<file path="src/hdl/deed_pkg.sv">
package deed_pkg;
	// ========================================
	// Widths and counts
	localparam int ADDR_W = 20;
	localparam int PERF_W = 32;
	localparam int PROF_TIME_W = 32;
	localparam int PASS_W = 16;
	localparam logic [15:0] PASS_MAX = 16'hffff;
	localparam int TRACE_DEPTH = 4194304;
	localparam int TRACE_W = 23;
	localparam int TASK_ID_W = 8;
	localparam int NUM_TASK_RANGES = 4;
	// ========================================
	// Event indices, one sticky flag each
	localparam int EV_STACK = 0;
	localparam int EV_PERF = 1;
	localparam int EV_PROF = 2;
	localparam int EV_TRACE = 3;
	localparam int EV_TASK_STACK = 4;
	localparam int EV_DISPATCH = 5;
	localparam int NUM_EV = 6;
	// ========================================
	// Start and stop sequencer states
	typedef enum logic [2:0] {
		DEED_RUN_IDLE,
		DEED_RUN_PRE,
		DEED_RUN_USER,
		DEED_RUN_POST
	} deed_run_state_t;
endpackage

</file>
<file path="src/hdl/deed_range_check.sv">
`timescale 1ns/1ps
`default_nettype none
// ========================================
// Range comparator
// Gives a registered out-of-range flag for one pointer against two windows.
module deed_range_check #(
	parameter int ADDR_W = 20
) (
	// Clock and reset
	input wire logic mclk_in,
	input wire logic reset_in,
	// Pointer and windows
	input wire logic [ADDR_W-1:0] ptr_in,
	input wire logic [ADDR_W-1:0] lo0_in,
	input wire logic [ADDR_W-1:0] hi0_in,
	input wire logic [ADDR_W-1:0] lo1_in,
	input wire logic [ADDR_W-1:0] hi1_in,
	// Result
	output logic outside_out
);
	always_ff @(posedge mclk_in or posedge reset_in)
	begin
		if (reset_in)
			outside_out <= 1'b0;
		else
			outside_out <= !(((ptr_in >= lo0_in) && (ptr_in <= hi0_in))
				|| ((ptr_in >= lo1_in) && (ptr_in <= hi1_in)));
	end
endmodule
`default_nettype wire

</file>
<file path="src/hdl/deed_detector.sv">
`timescale 1ns/1ps
`default_nettype none
module deed_detector #(
	parameter int ADDR_W = deed_pkg::ADDR_W,
	parameter int PERF_W = deed_pkg::PERF_W,
	parameter int PROF_TIME_W = deed_pkg::PROF_TIME_W,
	parameter int TRACE_W = deed_pkg::TRACE_W,
	parameter int TRACE_DEPTH = deed_pkg::TRACE_DEPTH,
	parameter int TASK_ID_W = deed_pkg::TASK_ID_W,
	parameter int NTR = deed_pkg::NUM_TASK_RANGES
) (
	// Clock and reset
	input wire logic mclk_in,
	input wire logic reset_in,
	// Core stack pointers and flow events
	input wire logic [ADDR_W-1:0] user_stack_pointer_in,
	input wire logic [ADDR_W-1:0] interrupt_stack_pointer_in,
	input wire logic irq_take_in,
	input wire logic irq_return_in,
	input wire logic sub_call_in,
	input wire logic sub_return_in,
	// Stack range configuration
	input wire logic ranges_loaded_in,
	input wire logic [ADDR_W-1:0] ustack_lo_in,
	input wire logic [ADDR_W-1:0] ustack_hi_in,
	input wire logic [ADDR_W-1:0] istack_lo_in,
	input wire logic [ADDR_W-1:0] istack_hi_in,
	// Performance section timer
	input wire logic perf_run_in,
	input wire logic perf_clear_in,
	// Profile measurement
	input wire logic prof_run_in,
	input wire logic prof_pass_in,
	input wire logic prof_clear_in,
	// Trace capture
	input wire logic trace_store_in,
	input wire logic trace_clear_in,
	// Operating system awareness
	input wire logic os_loaded_in,
	input wire logic [TASK_ID_W-1:0] cur_task_in,
	input wire logic bus_write_in,
	input wire logic [ADDR_W-1:0] bus_addr_in,
	input wire logic [NTR*TASK_ID_W-1:0] task_ids_in,
	input wire logic [NTR*ADDR_W-1:0] task_lo_in,
	input wire logic [NTR*ADDR_W-1:0] task_hi_in,
	input wire logic [NTR-1:0] task_valid_in,
	input wire logic dispatch_in,
	// Event routing enables and flag clearing
	input wire logic [deed_pkg::NUM_EV-1:0] warn_en_in,
	input wire logic [deed_pkg::NUM_EV-1:0] break_en_in,
	input wire logic [deed_pkg::NUM_EV-1:0] trace_en_in,
	input wire logic [deed_pkg::NUM_EV-1:0] flag_clear_in,
	// Start and stop control
	input wire logic go_in,
	input wire logic halt_in,
	input wire logic pre_en_in,
	input wire logic post_en_in,
	input wire logic routine_done_in,
	// Event outputs
	output logic [deed_pkg::NUM_EV-1:0] flags_out,
	output logic warn_out,
	output logic break_out,
	output logic trace_point_out,
	output logic perf_overflow_mark_out,
	output logic [PERF_W-1:0] perf_time_out,
	output logic [deed_pkg::PASS_W-1:0] prof_passes_out,
	// Start and stop outputs
	output logic run_pre_out,
	output logic run_user_out,
	output logic run_post_out
);
	logic usp_out_r;
	logic isp_out_r;
	logic [deed_pkg::NUM_EV-1:0] ev_nxt;
	logic [deed_pkg::NUM_EV-1:0] tp_route_nxt;
	logic [PROF_TIME_W-1:0] prof_time_r;
	logic [TRACE_W-1:0] trace_fill_r;
	logic task_viol_nxt;
	deed_pkg::deed_run_state_t state_r;

	// ========================================
	// Stack pointer checking
	// user pointer compare
	deed_range_check #(.ADDR_W(ADDR_W)) u_usp (
		.mclk_in(mclk_in),
		.reset_in(reset_in),
		.ptr_in(user_stack_pointer_in),
		.lo0_in(ustack_lo_in),
		.hi0_in(ustack_hi_in),
		.lo1_in(istack_lo_in),
		.hi1_in(istack_hi_in),
		.outside_out(usp_out_r)
	);
	deed_range_check #(.ADDR_W(ADDR_W)) u_isp (
		.mclk_in(mclk_in),
		.reset_in(reset_in),
		.ptr_in(interrupt_stack_pointer_in),
		.lo0_in(ustack_lo_in),
		.hi0_in(ustack_hi_in),
		.lo1_in(istack_lo_in),
		.hi1_in(istack_hi_in),
		.outside_out(isp_out_r)
	);

	// ========================================
	// Measurement counters
	// section timer saturates
	always_ff @(posedge mclk_in or posedge reset_in)
	begin
		if (reset_in)
			perf_time_out <= '0;
		else if (perf_clear_in)
			perf_time_out <= '0;
		else if (perf_run_in && (perf_time_out != '1))
			perf_time_out <= perf_time_out + 1'b1;
	end

	always_ff @(posedge mclk_in or posedge reset_in)
	begin
		if (reset_in)
			perf_overflow_mark_out <= 1'b0;
		else if (perf_run_in && (perf_time_out == '1))
			perf_overflow_mark_out <= 1'b1;
		else if (perf_clear_in)
			perf_overflow_mark_out <= 1'b0;
	end

	always_ff @(posedge mclk_in or posedge reset_in)
	begin
		if (reset_in)
			prof_time_r <= '0;
		else if (prof_clear_in)
			prof_time_r <= '0;
		else if (prof_run_in && (prof_time_r != '1))
			prof_time_r <= prof_time_r + 1'b1;
	end

	always_ff @(posedge mclk_in or posedge reset_in)
	begin
		if (reset_in)
			prof_passes_out <= '0;
		else if (prof_clear_in)
			prof_passes_out <= '0;
		else if (prof_pass_in && (prof_passes_out != deed_pkg::PASS_MAX))
			prof_passes_out <= prof_passes_out + 1'b1;
	end

	// Fill saturates at capacity, so TRACE_W must hold the full depth itself.
	always_ff @(posedge mclk_in or posedge reset_in)
	begin
		if (reset_in)
			trace_fill_r <= '0;
		else if (trace_clear_in)
			trace_fill_r <= '0;
		else if (trace_store_in && (trace_fill_r != TRACE_W'(TRACE_DEPTH)))
			trace_fill_r <= trace_fill_r + 1'b1;
	end

	// ========================================
	// Task stack ownership
	function automatic logic in_range(input logic [ADDR_W-1:0] a,
		input logic [ADDR_W-1:0] lo, input logic [ADDR_W-1:0] hi);
		in_range = (a >= lo) && (a <= hi);
	endfunction

	always_comb
	begin
		task_viol_nxt = 1'b0;
		for (int i = 0; i < NTR; i++)
		begin
			if (task_valid_in[i] && bus_write_in
				&& in_range(bus_addr_in, task_lo_in[i*ADDR_W +: ADDR_W],
					task_hi_in[i*ADDR_W +: ADDR_W])
				&& (task_ids_in[i*TASK_ID_W +: TASK_ID_W] != cur_task_in))
				task_viol_nxt = 1'b1;
		end
	end

	// ========================================
	// Event detection
	always_comb
	begin
		ev_nxt = '0;
		// every-cycle compare, which also covers interrupt and call edges.
		ev_nxt[deed_pkg::EV_STACK] = ranges_loaded_in && (usp_out_r || isp_out_r);
		ev_nxt[deed_pkg::EV_PERF] = perf_run_in && (perf_time_out == '1);
		ev_nxt[deed_pkg::EV_PROF] = (prof_run_in && (prof_time_r == '1))
			|| (prof_pass_in && (prof_passes_out == deed_pkg::PASS_MAX));
		ev_nxt[deed_pkg::EV_TRACE] = trace_store_in
			&& (trace_fill_r == TRACE_W'(TRACE_DEPTH));
		ev_nxt[deed_pkg::EV_TASK_STACK] = os_loaded_in && ranges_loaded_in && task_viol_nxt;
		ev_nxt[deed_pkg::EV_DISPATCH] = os_loaded_in && dispatch_in;
		// Trace memory has no trace-point route, so its enable there is ignored.
		tp_route_nxt = ev_nxt & trace_en_in;
		tp_route_nxt[deed_pkg::EV_TRACE] = 1'b0;
	end

	// Set wins over a clear in the same cycle so no event is lost.
	// sticky flags
	always_ff @(posedge mclk_in or posedge reset_in)
	begin
		if (reset_in)
			flags_out <= '0;
		else
			flags_out <= (flags_out & ~flag_clear_in) | ev_nxt;
	end

	always_ff @(posedge mclk_in or posedge reset_in)
	begin
		if (reset_in)
		begin
			warn_out <= 1'b0;
			break_out <= 1'b0;
			trace_point_out <= 1'b0;
		end
		else
		begin
			warn_out <= |(ev_nxt & warn_en_in);
			break_out <= |(ev_nxt & break_en_in) && (state_r == deed_pkg::DEED_RUN_USER);
			trace_point_out <= |tp_route_nxt && (state_r == deed_pkg::DEED_RUN_USER);
		end
	end

	// ========================================
	// Start and stop sequencing
	// pre and post routines
	always_ff @(posedge mclk_in or posedge reset_in)
	begin
		if (reset_in)
			state_r <= deed_pkg::DEED_RUN_IDLE;
		else
		begin
			case (state_r)
				deed_pkg::DEED_RUN_IDLE:
					if (go_in)
						state_r <= pre_en_in ? deed_pkg::DEED_RUN_PRE : deed_pkg::DEED_RUN_USER;
				deed_pkg::DEED_RUN_PRE:
					if (routine_done_in)
						state_r <= deed_pkg::DEED_RUN_USER;
				deed_pkg::DEED_RUN_USER:
					if (halt_in)
						state_r <= post_en_in ? deed_pkg::DEED_RUN_POST : deed_pkg::DEED_RUN_IDLE;
				deed_pkg::DEED_RUN_POST:
					if (routine_done_in)
						state_r <= deed_pkg::DEED_RUN_IDLE;
				default:
					state_r <= deed_pkg::DEED_RUN_IDLE;
			endcase
		end
	end

	always_ff @(posedge mclk_in or posedge reset_in)
	begin
		if (reset_in)
		begin
			run_pre_out <= 1'b0;
			run_user_out <= 1'b0;
			run_post_out <= 1'b0;
		end
		else
		begin
			run_pre_out <= (state_r == deed_pkg::DEED_RUN_IDLE) ? (go_in && pre_en_in)
				: ((state_r == deed_pkg::DEED_RUN_PRE) && !routine_done_in);
			run_user_out <= (state_r == deed_pkg::DEED_RUN_USER) ? !halt_in
				: (((state_r == deed_pkg::DEED_RUN_PRE) && routine_done_in)
				|| ((state_r == deed_pkg::DEED_RUN_IDLE) && go_in && !pre_en_in));
			run_post_out <= (state_r == deed_pkg::DEED_RUN_USER) ? (halt_in && post_en_in)
				: ((state_r == deed_pkg::DEED_RUN_POST) && !routine_done_in);
		end
	end
endmodule
`default_nettype wire

</file>
<file path="config.mk">
export PLATFORM = sky130hd
export DESIGN_NAME = deed_detector
export DESIGN_NICKNAME = d
export VERILOG_FILES = /design/src/hdl/deed_pkg.sv /design/src/hdl/deed_range_check.sv /design/src/hdl/deed_detector.sv
export SDC_FILE = /design/constraint.sdc
export NUM_CORES = 1
export LEC_CHECK = 0
export BUFFER_PORTS_ARGS = -buffer_cell sky130_fd_sc_hd__buf_2
export CORE_AREA = 2 2 173 175
export DETAILED_ROUTE_END_ITERATION = 12
export DIE_AREA = 0 0 175 177
export PLACE_DENSITY_LB_ADDON = 0.3
export SYNTH_ARGS = -nofsm -noshare
export SYNTH_HDL_FRONTEND = slang
export SYNTH_SLANG_ARGS = --single-unit
</file>
<file path="constraint.sdc">
create_clock -name mclk_in -period 7.65 [get_ports mclk_in]
set_clock_uncertainty 0.1 [all_clocks]
set_input_delay 2.295 -clock mclk_in [delete_from_list [all_inputs] [get_ports mclk_in]]
set_output_delay 2.295 -clock mclk_in [all_outputs]
set_load 0.1 [all_outputs]
</file>
==> flow_metrics.py <==
metrics = {
    "sta": {
        "period_share": 0.659,
        "hold_ws_ps": 374,
        "hold_violations": 0,
        "tightest_slew_ps": 1040,
        "drv_slew": 0,
        "rsz0062_at_grt": "no",
        "fmax_mhz": 198,
        "fin_tns_setup_ps": 0,
        "relSlewSlack": 0.300,
        "post-route-min-period_ps": 5040,
        "finalSetupViolCount": 0,
    },
    "run": {
        "drv_cap": 0,
    },
    "final_layout": {
        "final_common_cell": "buf_2",
        "mostFrequentLayoutCells": "445 x buf_2, 325 x ha_1, 254 x inv_1",
        "drive_gt1_frac": 0.234,
        "syn_to_final_growth_pct": 24.4,
        "nets": 2818,
    },
    "clocking": {
        "clock_path_buffers": 2,
        "cts_resized": 0,
        "clock_latency_ps": 410,
        "cts_tree": "built",
        "cts_setup_buffers": 0,
        "clockRootBuffer": "clkbuf_16",
        "htreeDepth": 4,
        "hold_buffers": 0,
        "cts_sinks": 120,
        "path_clk_slew_ps": 60,
        "cts_made_buffers": 17,
    },
    "synth": {
        "synthXorXnorAreaFrac": 0.0756,
        "synth-seq-cells": 120,
        "synth_area_sq_um": 13800,
        "syn_avg_cell_area_sq_um": 8.33,
        "ys_seq_area_frac": 0.218,
        "synthArstFlopShare": 1.00,
        "synth_cells": 1654,
        "synth_nets": 2369,
        "muxShareOfSynthArea": 0.00291,
        "synth_cell_type_count": 67,
        "yosysWarnings": 0,
        "synthAdderAreaFrac": 0.295,
        "synthSimpleGateAreaFrac": 0.188,
        "synth_ff_type": "dfrtp_1",
        "synth_top_family_by_area": "adder cells",
        "synth-compound-area-share": 0.146,
        "synth-edff-count": 0,
    },
    "pwr": {
        "power-per-cell-area_nw_per_um2": 135,
        "ir_drop_mv": 0.135,
        "p_leak_nw": 9.56,
    },
    "setup_path": {
        "crit_path_max_fanout": 8,
        "rrSetupSlack_ps": 4850,
        "cp.required_ps": 7790,
        "crit_type": "primary input to flop",
        "r2r-start": "trace_fill_r[0]",
        "arrival_ps": 5180,
        "crit_start": "bus_addr_in[0]",
        "start_kind": "primary input",
        "cp-end-kind": "flop",
    },
    "global_routing": {
        "grt_pass1_vias": 13800,
        "antenna_found_initial": 11,
        "grt_overflow_total": 0,
        "grt_max_degree": 62,
        "grt_pass1_wl_mm": 68.4,
        "grt_usage": 0.275,
    },
    "detailed_routing": {
        "drc_errors": 0,
        "dr.pass1.iters": 4,
        "postRouteAntennaNets": 0,
        "drt_iter0_drc": 738,
        "postRouteWirelength_mm": 42.9,
        "via_per_inst": 5.46,
        "vias": 13700,
        "wl_per_cell_microns": 17.1,
    },
    "die": {
        "fp.dieH_microns": 177,
        "num_rows": 63,
        "io_pins": 451,
        "start_util": 0.471,
        "die_w_microns": 175,
        "core_sq_um": 29200,
        "dieArea_sq_um": 31000,
    },
    "place": {
        "dp_hpwl_mm": 35.9,
        "port_buffers": 445,
        "place.gp.congestion": 1.00,
    },
    "hold_path": {
        "hold_class": "flop to flop",
        "min_from": "flags_out[3]",
    },
    "outcome": {
        "status": "finished clean",
    },
}
cells in the mapped netlist, drive strengths merged, types with 4 or more instances:
cell type  number  area [sq um]
o211ai         10          75.1
o311ai          4          35.0
and3           13          82.6
nand2b         13          81.3
clkbuf         11          41.3
a32o            4          40.0
a221oi          6          52.6
o2111ai         5          43.8
inv           255           957
dfrtp         120          3000
nand4          81           528
nor3           21           105
a211oi         21           170
a31oi           4          25.0
nor2b          15          93.8
o21ai          65           325
ha            325          4070
mux2i           4          40.0
buf             5          25.0
nand3          60           300
and4           24           223
nor2          150           563
or3            14          87.6
nand2          84           315
a21oi         103           515
nor4           11          83.8
a21boi          4          30.0
xor2           63           552
a2111oi         4          35.0
xnor2          56           490
a21o           56           420
critical path: stages:
cell and delay (ps):
buf_2 90, inv_1 310, ha_1 310, nor3b_1 210, o21bai_1 110, a21oi_1 240
o21ai_0 160, a211oi_1 240, o32ai_1 120, a211oi_1 870, o21ai_0 220
metal layers:
| layer | wire (microns) | global-route usage |
|---|---|---|
| met5 | 30 | 0 |
| met4 | 1260 | 0.105 |
| met3 | 2580 | 0.0462 |
| met2 | 21000 | 0.488 |
| met1 | 18000 | 0.333 |
metrics by stage:
stage,setup slack [ps],util,total power [mW],std cells,instance area (sq um)
CTS,2580,0.586,2.33,2506,17100
finish,2610,0.586,2.32,2515,17100
global placement,2220,0.562,1.38,2474,16400
floorplan,2070,-,1.13,1654,13800
global route,2270,0.586,2.45,2511,17100
detailed placement,2160,0.562,1.40,2474,16400
sequential cells by signal (all words and copies together), names as in the netlist:
name / count
perf_time_out: 32
prof_time_r: 32
trace_fill_r: 23
prof_passes_out: 16
flags_out: 6
state_r: 2
break_out: 1
perf_overflow_mark_out: 1
run_post_out: 1
run_pre_out: 1
run_user_out: 1
trace_point_out: 1
u_isp.outside_out: 1
u_usp.outside_out: 1
warn_out: 1
logic make-up (layout without fill, tap and decap cells):
group	after synthesis	count (layout)
AND/OR/NAND/NOR	500	500
adder cells (fa/ha/maj)	325	325
AO/OA/AOI/OAI	315	315
buffers and inverters	271	733
flip-flops	120	120
XOR/XNOR	119	119
multiplexers	4	4
other	0	9
worst paths after layout:
path                                 endpoint  cells after the start
setup / recovery                     warn_out                     11
hold / removal                   flags_out[3]                      1
setup reg to reg             trace_fill_r[22]                     10
hold reg to reg                  flags_out[3]                      1
max in group asynchronous     prof_time_r[17]                      3
min in group asynchronous  prof_passes_out[6]                      2
layout make-up:
cell class,count,area (sq um)
Clock inverter,14,246
Tap cell,390,488
Multi-Input combinational cell,1263,9760
Fill cell,2734,12100
Inverter,255,960
Antenna cell,9,22.5
Sequential cell,120,3000
Timing Repair Buffer,446,2230
Clock buffer,18,439
report_power, final:
group / internal [mW] / total, mW / leakage (nW) / switching (mW)
Sequential: 0.657 / 0.676 / 1.65 / 0.0188
Clock: 0.622 / 0.923 / 0.323 / 0.301
Combinational: 0.283 / 0.722 / 7.58 / 0.438
Total: 1.56 / 2.32 / 9.56 / 0.758
Power figures use the tool's default switching activity.
